$ cat src/pkg/cfg_loader_consts.vh
// Register offsets, field positions, codes and reset values of the configuration decoder
`ifndef CFG_LOADER_CONSTS_VH
`define CFG_LOADER_CONSTS_VH

`define AXI_AW            8
`define AXI_DW            32
`define RESP_OKAY         2'h0
`define RESP_SLVERR       2'h2

`define OFS_CFG_ONE       8'h00
`define OFS_CFG_TWO       8'h04
`define OFS_CONTROL       8'h08
`define OFS_STATUS        8'h0c

`define CFG_W             14
`define CFG_ERASED        14'h3fff
`define CFG_TWO_UNIMPL    14'h08fc

`define ONE_OSC_LSB       0
`define ONE_OSC_MSB       2
`define ONE_PUD_N         5
`define ONE_PROG_N        7
`define ONE_EE_N          8
`define ONE_BOR_LSB       9
`define ONE_BOR_MSB       10
`define TWO_SWP_LSB       0
`define TWO_SWP_MSB       1
`define TWO_PLL           8
`define TWO_STV           9
`define TWO_TRIP          10
`define TWO_LOWV          13

`define CTRL_ERASE        0
`define CTRL_CLR_FAULT    1

`define OSC_EXT_HI        3'h7
`define OSC_EXT_MID       3'h6
`define OSC_EXT_LO        3'h5
`define OSC_INT           3'h4
`define OSC_RC            3'h3
`define OSC_XTAL_HI       3'h2
`define OSC_XTAL_MID      3'h1
`define OSC_XTAL_LO       3'h0

`define SRC_EXT_CLOCK     2'h0
`define SRC_INTERNAL      2'h1
`define SRC_EXT_RC        2'h2
`define SRC_CRYSTAL       2'h3
`define RANGE_HIGH        2'h2
`define RANGE_MEDIUM      2'h1
`define RANGE_LOW         2'h0

`define SWP_OFF           2'h3
`define SWP_LOW_BLOCK     2'h2
`define SWP_MID_BLOCK     2'h1
`define SWP_LIMIT_LOW     12'h1ff
`define SWP_LIMIT_MID     12'h7ff
`define SWP_LIMIT_ALL     12'hfff

`endif

$ cat src/osc_decode.v
// Oscillator-select decoder, captured once at power-up load
`timescale 1ns/1ps
`default_nettype none
`include "cfg_loader_consts.vh"

module osc_decode (
    input  wire       aclk,
    input  wire       aresetn,
    input  wire       load,
    input  wire [2:0] osc_select,
    output reg  [1:0] clock_source,
    output reg  [1:0] drive_range,
    output reg        clock_pin_gpio,
    output reg        startup_bypass
);

    always @(posedge aclk) begin
        if (!aresetn) begin
            clock_source   <= `SRC_INTERNAL;
            drive_range    <= `RANGE_LOW;
            clock_pin_gpio <= 1'b0;
            startup_bypass <= 1'b0;
        end else if (load) begin
            clock_pin_gpio <= 1'b0;
            startup_bypass <= 1'b0;
            drive_range    <= `RANGE_LOW;
            case (osc_select)
                `OSC_EXT_HI, `OSC_EXT_MID, `OSC_EXT_LO: begin
                    clock_source   <= `SRC_EXT_CLOCK;
                    startup_bypass <= 1'b1;
                    if (osc_select == `OSC_EXT_HI)
                        drive_range <= `RANGE_HIGH;
                    else if (osc_select == `OSC_EXT_MID)
                        drive_range <= `RANGE_MEDIUM;
                end
                `OSC_INT: begin
                    clock_source   <= `SRC_INTERNAL;
                    clock_pin_gpio <= 1'b1;
                end
                `OSC_RC: begin
                    clock_source <= `SRC_EXT_RC;
                end
                `OSC_XTAL_HI: begin
                    clock_source <= `SRC_CRYSTAL;
                    drive_range  <= `RANGE_HIGH;
                end
                `OSC_XTAL_MID: begin
                    clock_source <= `SRC_CRYSTAL;
                    drive_range  <= `RANGE_MEDIUM;
                end
                default: begin
                    clock_source <= `SRC_CRYSTAL;
                end
            endcase
        end
    end

endmodule
`default_nettype wire

$ cat src/access_gate.v
// Gates external and CPU accesses to program memory and data EEPROM
`timescale 1ns/1ps
`default_nettype none
`include "cfg_loader_consts.vh"

module access_gate (
    input  wire        aclk,
    input  wire        aresetn,
    input  wire        program_protect_n,
    input  wire        eeprom_protect_n,
    input  wire [1:0]  self_write_protect_range,
    input  wire        cpu_pm_rd_req,
    input  wire        cpu_pm_wr_req,
    input  wire [11:0] cpu_pm_wr_addr,
    input  wire        cpu_ee_req,
    input  wire        ext_req,
    input  wire        ext_write,
    input  wire        ext_space,
    input  wire [13:0] ext_mem_rdata,
    output reg         cpu_pm_rd_grant,
    output reg         cpu_pm_wr_en,
    output reg         cpu_pm_wr_blocked,
    output reg         cpu_ee_grant,
    output reg         ext_mem_write,
    output reg  [13:0] ext_rdata,
    output reg         ext_ack,
    output reg         ext_refused
);

    // High when the address falls inside the self-write locked block
    function locked;
        input [1:0]  range;
        input [11:0] addr;
        begin
            case (range)
                `SWP_OFF:       locked = 1'b0;
                `SWP_LOW_BLOCK: locked = (addr <= `SWP_LIMIT_LOW);
                `SWP_MID_BLOCK: locked = (addr <= `SWP_LIMIT_MID);
                default:        locked = (addr <= `SWP_LIMIT_ALL);
            endcase
        end
    endfunction

    wire ext_blocked;
    // Space 0 is program memory, space 1 is data EEPROM
    assign ext_blocked = ext_space ? !eeprom_protect_n : !program_protect_n;

    always @(posedge aclk) begin
        if (!aresetn) begin
            cpu_pm_rd_grant   <= 1'b0;
            cpu_pm_wr_en      <= 1'b0;
            cpu_pm_wr_blocked <= 1'b0;
            cpu_ee_grant      <= 1'b0;
            ext_mem_write     <= 1'b0;
            ext_rdata         <= 14'h0000;
            ext_ack           <= 1'b0;
            ext_refused       <= 1'b0;
        end else begin
            // Internal paths never look at the code-protection bits; only the CPU program write checks the self-write range
            cpu_pm_rd_grant   <= cpu_pm_rd_req;
            cpu_ee_grant      <= cpu_ee_req;
            cpu_pm_wr_en      <= cpu_pm_wr_req && !locked(self_write_protect_range, cpu_pm_wr_addr);
            cpu_pm_wr_blocked <= cpu_pm_wr_req && locked(self_write_protect_range, cpu_pm_wr_addr);
            ext_ack           <= ext_req;
            ext_refused       <= ext_req && ext_blocked;
            ext_mem_write     <= ext_req && ext_write && !ext_blocked;
            if (ext_req && !ext_write)
                ext_rdata <= ext_blocked ? 14'h0000 : ext_mem_rdata;
        end
    end

endmodule
`default_nettype wire

$ cat src/config_word_decode_code_protect.v
// Configuration word loader, decoder and code protection with AXI4-Lite access
//
// Local design decisions: the address map and the AXI4-Lite interface to the registers.
`timescale 1ns/1ps
`default_nettype none
`include "cfg_loader_consts.vh"

module config_word_decode_code_protect (
    input  wire        aclk,
    input  wire        aresetn,
    input  wire [7:0]  awaddr,
    input  wire [2:0]  awprot,
    input  wire        awvalid,
    output reg         awready,
    input  wire [31:0] wdata,
    input  wire [3:0]  wstrb,
    input  wire        wvalid,
    output reg         wready,
    output reg  [1:0]  bresp,
    output reg         bvalid,
    input  wire        bready,
    input  wire [7:0]  araddr,
    input  wire [2:0]  arprot,
    input  wire        arvalid,
    output reg         arready,
    output reg  [31:0] rdata,
    output reg  [1:0]  rresp,
    output reg         rvalid,
    input  wire        rready,
    input  wire [13:0] nv_word_one,
    input  wire [13:0] nv_word_two,
    input  wire        stack_overflow,
    input  wire        stack_underflow,
    input  wire        cpu_pm_rd_req,
    input  wire        cpu_pm_wr_req,
    input  wire [11:0] cpu_pm_wr_addr,
    input  wire        cpu_ee_req,
    input  wire        ext_req,
    input  wire        ext_write,
    input  wire        ext_space,
    input  wire [13:0] ext_mem_rdata,
    output wire [1:0]  clock_source,
    output wire [1:0]  drive_range,
    output wire        clock_pin_gpio,
    output wire        startup_bypass,
    output reg         pll_enable,
    output reg         stack_fault_reset,
    output reg         power_up_delay_enable,
    output reg  [1:0]  brownout_mode,
    output reg         brownout_trip_select,
    output reg         low_voltage_programming,
    output reg         master_clear_hv_required,
    output reg         program_erase,
    output reg         eeprom_erase,
    output reg         config_loaded,
    output wire        cpu_pm_rd_grant,
    output wire        cpu_pm_wr_en,
    output wire        cpu_pm_wr_blocked,
    output wire        cpu_ee_grant,
    output wire        ext_mem_write,
    output wire [13:0] ext_rdata,
    output wire        ext_ack,
    output wire        ext_refused
);

    localparam ST_LOAD = 1'b0;
    localparam ST_RUN  = 1'b1;

    reg         state;
    reg         load_pulse;
    reg  [13:0] config_word_one;
    reg  [13:0] config_word_two;
    reg         stack_fault_seen;

    reg         aw_held;
    reg  [7:0]  aw_addr;
    reg         w_held;
    reg  [31:0] w_data;
    reg  [3:0]  w_strb;

    wire        do_write;
    wire [13:0] wr_bits;
    wire        erase_cmd;
    wire        clr_fault_cmd;
    wire        fault_event;

    // Applies the byte strobes to a 14-bit word; lanes above the word are dropped
    function [13:0] strobe_merge;
        input [13:0] old;
        input [31:0] data;
        input [3:0]  strb;
        begin
            strobe_merge = old;
            if (strb[0])
                strobe_merge[7:0] = data[7:0];
            if (strb[1])
                strobe_merge[13:8] = data[13:8];
        end
    endfunction

    // Decodes a byte address into a mapped-register flag
    function mapped;
        input [7:0] addr;
        begin
            case ({addr[7:2], 2'b00})
                `OFS_CFG_ONE,
                `OFS_CFG_TWO,
                `OFS_CONTROL,
                `OFS_STATUS: mapped = 1'b1;
                default:     mapped = 1'b0;
            endcase
        end
    endfunction

    assign do_write      = aw_held && w_held && !bvalid;
    assign wr_bits       = strobe_merge(`CFG_ERASED, w_data, w_strb);
    assign erase_cmd     = do_write && ({aw_addr[7:2], 2'b00} == `OFS_CONTROL)
                           && w_strb[0] && w_data[`CTRL_ERASE];
    assign clr_fault_cmd = do_write && ({aw_addr[7:2], 2'b00} == `OFS_CONTROL)
                           && w_strb[0] && w_data[`CTRL_CLR_FAULT];
    assign fault_event   = stack_overflow || stack_underflow;

    // Power-up load: the words are taken from the nonvolatile array once after reset
    // Nothing else samples the array, so the clock choice stays put until reset
    always @(posedge aclk) begin
        if (!aresetn) begin
            state         <= ST_LOAD;
            load_pulse    <= 1'b0;
            config_loaded <= 1'b0;
        end else begin
            load_pulse <= 1'b0;
            case (state)
                ST_LOAD: begin
                    load_pulse    <= 1'b1;
                    config_loaded <= 1'b1;
                    state         <= ST_RUN;
                end
                ST_RUN: begin
                    state <= ST_RUN;
                end
                default: begin
                    state <= ST_LOAD;
                end
            endcase
        end
    end

    // Programming only clears bits; only a bulk erase sets them back to one,
    // so protection can never be lifted without the matching erase.
    always @(posedge aclk) begin
        if (!aresetn) begin
            config_word_one <= `CFG_ERASED;
            config_word_two <= `CFG_ERASED;
            program_erase   <= 1'b0;
            eeprom_erase    <= 1'b0;
        end else begin
            program_erase <= 1'b0;
            eeprom_erase  <= 1'b0;
            if (state == ST_LOAD) begin
                config_word_one <= nv_word_one;
                config_word_two <= nv_word_two | `CFG_TWO_UNIMPL;
            end else if (erase_cmd) begin
                config_word_one <= `CFG_ERASED;
                config_word_two <= `CFG_ERASED;
                // Each pulse reports a protection that this erase lifted
                program_erase   <= !config_word_one[`ONE_PROG_N];
                eeprom_erase    <= !config_word_one[`ONE_EE_N];
            end else if (do_write) begin
                if ({aw_addr[7:2], 2'b00} == `OFS_CFG_ONE)
                    config_word_one <= config_word_one & wr_bits;
                if ({aw_addr[7:2], 2'b00} == `OFS_CFG_TWO)
                    config_word_two <= (config_word_two & wr_bits) | `CFG_TWO_UNIMPL;
            end
        end
    end

    // Decoded settings that follow the stored words
    // One cycle of latency keeps every decoded output straight from a flop
    always @(posedge aclk) begin
        if (!aresetn) begin
            pll_enable               <= 1'b0;
            power_up_delay_enable    <= 1'b0;
            brownout_mode            <= 2'h0;
            brownout_trip_select     <= 1'b0;
            low_voltage_programming  <= 1'b0;
            master_clear_hv_required <= 1'b0;
        end else begin
            pll_enable               <= config_word_two[`TWO_PLL];
            // Each timer follows only its own field
            power_up_delay_enable    <= !config_word_one[`ONE_PUD_N];
            brownout_mode            <= config_word_one[`ONE_BOR_MSB:`ONE_BOR_LSB];
            brownout_trip_select     <= config_word_two[`TWO_TRIP];
            low_voltage_programming  <= config_word_two[`TWO_LOWV];
            master_clear_hv_required <= !config_word_two[`TWO_LOWV];
        end
    end

    // Stack fault reset; a new fault beats a clear in the same cycle
    always @(posedge aclk) begin
        if (!aresetn) begin
            stack_fault_reset <= 1'b0;
            stack_fault_seen  <= 1'b0;
        end else begin
            stack_fault_reset <= fault_event && config_word_two[`TWO_STV];
            if (fault_event)
                stack_fault_seen <= 1'b1;
            else if (clr_fault_cmd)
                stack_fault_seen <= 1'b0;
        end
    end

    // AXI4-Lite write channels, taken in either order
    // A new address or data beat may be taken while the response still waits
    always @(posedge aclk) begin
        if (!aresetn) begin
            awready <= 1'b1;
            wready  <= 1'b1;
            aw_held <= 1'b0;
            w_held  <= 1'b0;
            aw_addr <= 8'h00;
            w_data  <= 32'h00000000;
            w_strb  <= 4'h0;
            bvalid  <= 1'b0;
            bresp   <= `RESP_OKAY;
        end else begin
            if (awvalid && awready) begin
                aw_held <= 1'b1;
                aw_addr <= awaddr;
                awready <= 1'b0;
            end
            if (wvalid && wready) begin
                w_held <= 1'b1;
                w_data <= wdata;
                w_strb <= wstrb;
                wready <= 1'b0;
            end
            if (bvalid && bready)
                bvalid <= 1'b0;
            if (do_write) begin
                aw_held <= 1'b0;
                w_held  <= 1'b0;
                awready <= 1'b1;
                wready  <= 1'b1;
                bvalid  <= 1'b1;
                bresp   <= mapped(aw_addr) ? `RESP_OKAY : `RESP_SLVERR;
            end
        end
    end

    // AXI4-Lite read channel
    // arready stays low until the answer is taken, so one read is open at a time
    always @(posedge aclk) begin
        if (!aresetn) begin
            arready <= 1'b1;
            rvalid  <= 1'b0;
            rdata   <= 32'h00000000;
            rresp   <= `RESP_OKAY;
        end else begin
            if (rvalid && rready) begin
                rvalid  <= 1'b0;
                arready <= 1'b1;
            end
            if (arvalid && arready) begin
                arready <= 1'b0;
                rvalid  <= 1'b1;
                rresp   <= mapped(araddr) ? `RESP_OKAY : `RESP_SLVERR;
                case ({araddr[7:2], 2'b00})
                    `OFS_CFG_ONE: rdata <= {18'h00000, config_word_one};
                    `OFS_CFG_TWO: rdata <= {18'h00000, config_word_two};
                    `OFS_STATUS:  rdata <= {25'h0000000,
                                            !config_word_one[`ONE_EE_N],
                                            !config_word_one[`ONE_PROG_N],
                                            startup_bypass,
                                            clock_source,
                                            stack_fault_seen,
                                            config_loaded};
                    default:      rdata <= 32'h00000000;
                endcase
            end
        end
    end

    osc_decode u_osc_decode (
        .aclk           (aclk),
        .aresetn        (aresetn),
        .load           (load_pulse),
        .osc_select     (config_word_one[`ONE_OSC_MSB:`ONE_OSC_LSB]),
        .clock_source   (clock_source),
        .drive_range    (drive_range),
        .clock_pin_gpio (clock_pin_gpio),
        .startup_bypass (startup_bypass)
    );

    access_gate u_access_gate (
        .aclk                     (aclk),
        .aresetn                  (aresetn),
        .program_protect_n        (config_word_one[`ONE_PROG_N]),
        .eeprom_protect_n         (config_word_one[`ONE_EE_N]),
        .self_write_protect_range (config_word_two[`TWO_SWP_MSB:`TWO_SWP_LSB]),
        .cpu_pm_rd_req            (cpu_pm_rd_req),
        .cpu_pm_wr_req            (cpu_pm_wr_req),
        .cpu_pm_wr_addr           (cpu_pm_wr_addr),
        .cpu_ee_req               (cpu_ee_req),
        .ext_req                  (ext_req),
        .ext_write                (ext_write),
        .ext_space                (ext_space),
        .ext_mem_rdata            (ext_mem_rdata),
        .cpu_pm_rd_grant          (cpu_pm_rd_grant),
        .cpu_pm_wr_en             (cpu_pm_wr_en),
        .cpu_pm_wr_blocked        (cpu_pm_wr_blocked),
        .cpu_ee_grant             (cpu_ee_grant),
        .ext_mem_write            (ext_mem_write),
        .ext_rdata                (ext_rdata),
        .ext_ack                  (ext_ack),
        .ext_refused              (ext_refused)
    );

endmodule
`default_nettype wire

$ cat config.mk
export PLATFORM = sky130hd
export DESIGN_NAME = config_word_decode_code_protect
export DESIGN_NICKNAME = d
export VERILOG_FILES = /design/src/osc_decode.v /design/src/access_gate.v /design/src/config_word_decode_code_protect.v
export VERILOG_INCLUDE_DIRS = /design/src /design/src/pkg
export SDC_FILE = /design/constraint.sdc
export NUM_CORES = 1
export LEC_CHECK = 0
export ABC_AREA = 1
export BUFFER_PORTS_ARGS = -buffer_cell sky130_fd_sc_hd__buf_2
export CORE_UTILIZATION = 47
export DETAILED_ROUTE_END_ITERATION = 12
export GPL_TIMING_DRIVEN = 0
export PLACE_DENSITY = 0.8
export REMOVE_ABC_BUFFERS = 1
export SLEW_MARGIN = 20
export SYNTH_ARGS = -nofsm -noshare
export SYNTH_HDL_FRONTEND = slang
export SYNTH_SLANG_ARGS = --single-unit
$ cat constraint.sdc
create_clock -name aclk -period 1.66 [get_ports aclk]
set_clock_uncertainty 0.15 [all_clocks]
set_input_delay 0.332 -clock aclk [delete_from_list [all_inputs] [get_ports aclk]]
set_output_delay 0.332 -clock aclk [all_outputs]
set_load 0.03 [all_outputs]
Word-level counts from Yosys, hierarchy flattened
Index checks and enable logic that the tools add are counted.
- equality and inequality tests: 19
- order comparisons: 3
- bitwise gates (word level): 3
- reduce and logical (&&, ||, !) cells: 39
- mux-type cells: 39
- operators with widths (operator ; number):
    two-way mux 14 bit ; 9
    one-hot mux 14 bit (3 select lines) ; 1
    bitwise AND 14 bit ; 2
    equality test 6 x 2 -> 1 bit, second input constant ; 4
    two-way mux 1 bit ; 21
    logical AND 1 bit ; 18
    equality test 3 bit, second input constant ; 4
    equality test 6 x 1 -> 1 bit, second input constant ; 2
    <= comparator 12 x 11 -> 1 bit, second input constant ; 1
    <= comparator 12 bit, second input constant ; 1
    <= comparator 12 x 9 -> 1 bit, second input constant ; 1
    logical NOT 6 bit ; 2
    one-hot mux 2 bit (3 select lines) ; 2
    inequality test 3 x 1 -> 1 bit, second input constant ; 3
    logical NOT 1 bit ; 8
    two-way mux 8 bit ; 1
    OR reduction 4 bit ; 2
    equality test 3 x 2 -> 1 bit, second input constant ; 2
    two-way mux 2 bit ; 3
    two-way mux 6 bit ; 1
    nonzero test 2 bit ; 3
    equality test 2 bit, second input constant ; 2
    AND reduction 2 bit ; 2
    equality test 3 x 1 -> 1 bit, second input constant ; 1
    7 further kinds ; 7
- word-level logic and storage cells: 143
- output and inout port bits: 79
- bits in registers: 129

Logic depth before layout (Yosys ltp)
Gate-level depths: netlist of the first run.
- depth after elaboration: 7
- mapped depth: 8
- depth with buffers taken out: 8

Hierarchy
From an unflattened synthesis of the first run, not the netlist that was laid out.
- cells, all modules: 665
- area total of the unflattened synthesis: 4973.5 µm²
- by module, submodules not included (module ; area each (µm²) ; times used ; cells each):
    config_word_decode_code_protect ; 3722.3 ; 1 ; 503
    access_gate ; 994.7 ; 1 ; 123
    osc_decode ; 256.5 ; 1 ; 39

Least setup slack after synthesis of the first run
OpenSTA, ideal clock, no wires.
- path kind: reg-to-reg
- start point: reg bvalid
- end point: reg config_word_one[2]
- setup time: 134 ps
- arrival time: 1318 ps
- stages on the path, launching flop included: 9
- path slack: 59 ps
- clock period less this slack: 1601 ps
- path through: dfxtp_1 -> inv_1 -> nand3_2 -> nor2_8 -> nand2_2 -> buf_2 -> nor2_1 -> o21bai_1 -> nand3_1
- word-level cells in the longest chain between the ends: 7
- RTL lines (item ; RTL line ; source):
    start, declared ; config_word_decode_code_protect.v:20 ; output reg bvalid,
    start signal, assigned ; config_word_decode_code_protect.v:223 ; bvalid <= 1'b0;
    start signal, assigned ; config_word_decode_code_protect.v:238 ; bvalid <= 1'b0;
    start signal, assigned ; config_word_decode_code_protect.v:244 ; bvalid <= 1'b1;
    logical NOT 1 bit (*) ; config_word_decode_code_protect.v:115 ; assign do_write = aw_held && w_held && !bvalid;
    logical AND 1 bit (*) ; config_word_decode_code_protect.v:115 ;
    logical AND 1 bit (3 in a row) ; config_word_decode_code_protect.v:117 ; assign erase_cmd = do_write && ({aw_addr[7:2], 2'b00} == `OFS_CONTROL)
    inequality test 3 x 1 -> 1 bit (no source line) or two-way mux 14 bit (tied branches) ; -- ;
    AND reduction 2 bit (no source line) or two-way mux 14 bit (tied branches) ; -- ;
    end signal, assigned ; config_word_decode_code_protect.v:152 ; config_word_one <= `CFG_ERASED;
    end signal, assigned ; config_word_decode_code_protect.v:160 ; config_word_one <= nv_word_one;
    end signal, assigned ; config_word_decode_code_protect.v:163 ; config_word_one <= `CFG_ERASED;
    end, declared ; config_word_decode_code_protect.v:71 ; reg [13:0] config_word_one;
Mark *: on every way between the ends. The rest lies on a longest branch, timed or not.
A chain may end at the register's enable or synchronous reset.

Worst setup path after layout of the first run
- start point: reg bvalid
- end point: reg config_word_one[13]
Same word-level chain as after synthesis.

==> results of run 1 <==
[layout by cell type (no fill, tap or decap), drive strengths merged, types with 2 or more instances in the layout]
master and instances:
buf 143, nor2 111, dfxtp 107, nand2 96, o21ai 69, nand3 49, a21oi 39, inv 35
nand4 28, conb 20, o21bai 18, clkbuf 13, or2 5, clkinvlp 4, nor4 3, clkinv 2
dlygate4sd3 2
[tightest hold or removal path: cells and delay by family]
kind | cells | cell delay (ns)
compound gates | 1 | 0.05
buf+inv | 1 | 0.09
simple gates | 1 | 0.05
[power by group]
| part | switching, W | internal, W |
|---|---|---|
| combinational | 0.000600 | 0.000299 |
| clock | 0.000837 | 0.000593 |
| sequential | 0.000131 | 0.00273 |
[flip-flops by register name, indices dropped and copies added, names as in the netlist, 2 cells and up]
signal,flops
w_strb,2
u_osc_decode.drive_range,2
u_osc_decode.clock_source,2
aw_addr,6
config_word_one,14
rdata,14
u_access_gate.ext_rdata,14
w_data,14
brownout_mode,2
config_word_two,7
[metrics by stage]
step           power, W  instance area (µm²)  TNS, ns  instances  utilization (%)
3_3_place_gp    0.00374                 5280   -60.18        853             56.0
6_report        0.00519                 5600        0        877             59.5
5_1_grt         0.00542                 5600   -0.186        877             59.5
3_5_place_dp    0.00378                 5310   -50.79        854             56.4
2_1_floorplan   0.00345                 4420    -3.22        585                -
4_1_cts         0.00520                 5550   -0.190        873             58.9
[path summary, 6_finish.rpt]
check | startpoint | cells after the start | slack (ns) | end
min reg2reg | w_data[5] | 2 | 0.32 | w_data[5]
max | bvalid | 6 | 0.06 | config_word_one[13]
min | ext_mem_rdata[2] | 3 | 0.06 | u_access_gate.ext_rdata[2]
max reg2reg | bvalid | 6 | 0.06 | config_word_one[13]
[cells in the mapped netlist (all sizes together), types with 5 or more instances]
library cell / n
nand4: 28
nor2: 111
o21ai: 69
dfxtp: 107
buf: 37
a21oi: 39
o21bai: 18
or2: 5
nand3: 47
inv: 37
clkbuf: 16
nand2: 96
[kinds of logic (layout without fill, tap and decap cells)]
kind of cell	count (synthesis)	in the layout	synth area share (%)
AO/OA/AOI/OAI	129	129	15.2
other	1	20	0.0807
AND/OR/NAND/NOR	291	293	29.1
buffers and inverters	91	199	9.46
flip-flops	107	107	46.1
[routing by layer]
layer | routed length (µm) | vias up | share of wire [%] | GRT usage (%)
met5 | 0 | - | 0 | 0
met4 | 267 | 0 | 2.3 | 8.70
met3 | 838 | 23 | 7.2 | 2.97
met2 | 5520 | 209 | 47 | 36.1
met1 | 5090 | 2089 | 43 | 29.2
li1 | - | 2272 | - | -
[area by class of cell]
type                            count  area (µm²)  area share (%)
Sequential cell                   107        2140            38.3
Tap cell                          129         161            2.88
Multi-Input combinational cell    442        2200            39.2
Inverter                           38         155            2.77
Clock buffer                       13         149            2.66
Clock inverter                      3        23.8           0.424
Timing Repair Buffer              145         772            13.8
[repair_timing]
item | in CTS | in global routing
hold buffers | 2 | 0
resized for setup | 10 | 5
endpoints found under the setup margin | 65 | 27
hold endpoints to repair | 2 | 0
buffers inserted | 0 | 3
cloned | 1 | 1
pin swaps | 1 | 1
==> metrics, run 1 <==
status finished, final reports clean; Worst-path clk slew 0.10 ns; Unique masters post-synth 32; Crit Path Max Fanout 27; startpoint types register; DRT iter0 DRCs 389; Final Setup Violations 0; Remaining Overflow, GRT 0; post-synthesis sequential area ratio 46.1%; HPWL after DPL 8280 µm; normalized max-slew margin 45.2%; EDFF count, synth 0; WP data arrival 1.67 ns; critical setup path kind reg -> reg; nets@finish 870; Tightest Pin Transition 0.822 ns; CTS tree done; Routed Antenna Nets 0; RSZ-0062 raised after global routing yes; leakage roughly 2.8 nW; core region area 9420 µm²; Hold Fails Final Rpt 0; die height 101 µm; Pre-Repair DR Iteration Count 5; CP bufs+invs 1; Tmin final approximately 1.6 ns; final WL 11700 µm; DRC Markers 0; Synth Area per Inst 7.50 µm²; Setup WS pre-CTS -1.58 ns; setup slack after layout 0.0566 ns; crit path max-delay cell type dfxtp_1; MaxCap Viol Count 0; max incr delay on CP 0.32 ns; Synth Cell Area 4640 µm²; top cell type's share of synthesized area 46.1%; Initial Utilization 49.3%; Post-Syn Instances ~620; RePlAce Congestion between 0.8 and 0.9; Die Width 101 µm; Worst-Skew Late Latency 0.36 ns; CP Cell Sequence inv_1 -> nand3_2 -> nor2_8 -> nand2_4 -> nand4_1 -> nand3_1; ant diodes 0; Critical Path End Type register; I/O Pins 206; Max clock buf depth 2; Hold Crit Class in -> reg; asr flop ratio synth 0%; routed length per instance 13.4 µm; layout cell share with drive strength beyond 1 25.5%; critical path data required time 1.73 ns; H-tree lvl count 3; TritonCTS Sinks 107; delay-heaviest family, CP simple AND/OR/NAND/NOR gates; worst hold margin 0.0598 ns; GRT Util Overall 21.9%; pwr dens 926 nW/µm²; vias in the first global route 3797; routed vias between 4000 and 5000; Yosys warning total 0; worst ir drop on vdd 0.516 mV; count of state elements after synthesis 107; root buf cell clkbuf_8; Filler cells 851; area growth from synthesis to final layout 20.6%; port buffer count about 140; die area between 10000 and 15000 µm²; Synth area leader dfxtp_1; first-pass GRT wire length around 18000 µm; initial antenna violation count 0; TritonCTS Buffers 9; Main synth FF type dfxtp_1; largest net degree at the start of global routing 76; fin crit share 96.6%; Final Slew Violations 0; FMAX 0.624 GHz; largest cells by area after synthesis dfxtp_1 (46%), nor2_1 (8.4%), nand2_1 (7.4%); Rows 35; Vias/cell 5.24
Power figures use the tool's default switching activity.
==> run 2: changes to the inputs <==
--- a/config.mk
+++ b/config.mk
@@ -10,7 +10,6 @@
 export BUFFER_PORTS_ARGS = -buffer_cell sky130_fd_sc_hd__buf_2
 export CORE_UTILIZATION = 47
 export DETAILED_ROUTE_END_ITERATION = 12
-export GPL_TIMING_DRIVEN = 0
 export PLACE_DENSITY = 0.8
 export REMOVE_ABC_BUFFERS = 1
 export SLEW_MARGIN = 20
==> metrics, run 2 (same netlist as run 1, synthesis figures left out) <==
die area 10300 µm² (unchanged); Switching Fraction 29.5% (-0.77 points); Rows 35 (unchanged); total power 0.00543 W (+4.7%); largest net degree at the start of global routing 66 (-13%); port buffer count 139 (unchanged); Max clock buf depth 2 (unchanged); core region area 9420 µm² (unchanged); hold_sp ext_write; Worst-Skew Late Latency 0.37 ns (about the same); leakage 2.88 nW (+3.6%); power share of the clock group 30.4% (+2.8 points); H-tree lvl count 3 (unchanged); ant diodes 0 (unchanged); Hold Fails Final Rpt 0 (unchanged); status finished, final reports clean; Pint 0.00383 W (+5.9%); Tmin final 1.53 ns (-0.0710 ns); Filler cells 855 (+0.47%); FMAX 0.653 GHz (+4.6%); I/O Pins 206 (unchanged); Worst-path clk slew 0.10 ns (about the same); worst ir drop on vdd 0.482 mV (-6.7%); Critical path origin aw_addr[4]; first-pass GRT wire length 18400 µm (+3.8%); MaxCap Viol Count 0 (unchanged); Die Width 101 µm (unchanged); nets@finish 887 (+2.0%); Layout Cell Area excl Fill 5730 µm² (+2.2%); critical setup path kind reg -> reg; DRT iter0 DRCs 262 (-33%); Vias/cell 5.16 (-1.5%); Initial Utilization 49.3% (unchanged); Routed Antenna Nets 0 (unchanged); RePlAce Congestion 0.854 (+2.4%); initial antenna violation count 0 (unchanged); root buf cell clkbuf_8; final WL 11900 µm (+1.5%); TritonCTS Buffers 9 (unchanged); RSZ-0062 raised after global routing no; Final Setup Violations 0 (unchanged); fin crit share 92.3% (-4.3 points); Critical Path End Type register; RR Startpoint aw_addr[4]; Remaining Overflow, GRT 0 (unchanged); Final Slew Violations 0 (unchanged); DRC Markers 0 (unchanged); switching power 0.00160 W (+2.0%); CTS tree done; most frequent cells in the layout buf_2 (139), dfxtp_1 (107), nor2_1 (103); critical path data required time 1.76 ns (+0.03 ns); vias in the first global route 4106 (+8.1%); TritonCTS Sinks 107 (unchanged); HPWL after DPL 8720 µm (+5.3%); Pre-Repair DR Iteration Count 5 (unchanged); GRT Util Overall 22.7% (+0.82 points); die height 101 µm (unchanged); routed length per instance 13.3 µm (-0.44%); pwr dens 948 nW/µm² (+2.5%); most common cell after layout, fill and taps aside buf_2; layout cell share with drive strength beyond 1 26.7% (+1.1 points); DP Area 5460 µm² (+2.9%); Seq pwr share 52.4% (-2.7 points); Crit Path Max Fanout 8 (-70%); WP data arrival 1.63 ns (-0.04 ns); Gate power share 17.2% (about the same); startpoint types register; routed vias 4612 (+0.41%); Hold Crit Class in -> reg; area growth from synthesis to final layout 23.3%
run 2: cell types whose count changed in the layout (fill, tap and decap cells not counted), moves of 2 or more:
| cell | before | now |
|---|---|---|
| clkinvlp_4 | 4 | 1 |
| buf_12 | 0 | 3 |
| clkbuf_1 | 3 | 0 |
| buf_4 | 3 | 19 |
| nand2_1 | 89 | 91 |
| inv_1 | 34 | 36 |
run 2: cell type report:
type | count | area [µm²] | share of cell area, %
clock buffers | 11 | 151 | 2.64
clock inverters | 5 | 60.1 | 1.05
inverters | 38 | 143 | 2.49
multi-input cells | 441 | 2150 | 37.5
flip-flops and latches | 107 | 2140 | 37.4
well taps | 129 | 161 | 2.82
repair buffers | 163 | 918 | 16.0
run 2: critical path, stage by stage (launching register included):
cell	delay (ns)
dfxtp_1	0.33
nor2_2	0.14
nand2_2	0.11
nor2_8	0.16
nand3_4	0.15
buf_4	0.21
nand4_1	0.08
nand3_1	0.08
run 2: per-layer routing:
layer,GRT usage (%),wire (µm),share of wire (%),vias up
met3,4.14,591,5.0,18
met5,0,0,0,-
li1,-,-,-,2290
met1,29.3,5500,46,2129
met4,9.03,172,1.4,0
met2,37.8,5630,47,175
run 2: repair_timing:
| item | in CTS | in global routing |
|---|---|---|
| resized for setup | 0 | 2 |
| buffers inserted | 0 | 2 |
| hold buffers | 2 | 0 |
| endpoints found under the hold margin | 2 | 0 |
| setup endpoints to repair | 0 | 17 |
run 2: worst paths after layout:
path / endpoint / slack [ns] / cells after the start
hold reg to reg: w_data[5] / 0.32 / 2
setup / recovery: config_word_one[0] / 0.13 / 7
hold / removal: u_access_gate.ext_mem_write / 0.05 / 3
setup reg to reg: config_word_one[0] / 0.13 / 7
run 2: power by group through the flow:
stage          clock network (W)  logic [W]  registers (W)
3_3_place_gp                   0   0.000894        0.00289
2_1_floorplan                  0   0.000436        0.00302
3_5_place_dp                   0   0.000922        0.00290
4_1_cts                  0.00169   0.000929        0.00284
5_1_grt                  0.00178    0.00103        0.00286
6_report                 0.00165   0.000934        0.00284
run 2: through the flow:
stage                     setup WS (ns)  hold WS, ns  std cells  util, %  TNS, ns
final                             0.128       0.0466        894     60.8        0
after global routing             0.0256       0.0305        894     60.8        0
after CTS                        0.0106       0.0291        891     60.5        0
after detailed placement         0.0466        0.301        873     58.0        0
after global placement            0.109        0.291        873     58.0        0
after floorplan                  -0.166        0.210        585        -    -3.22
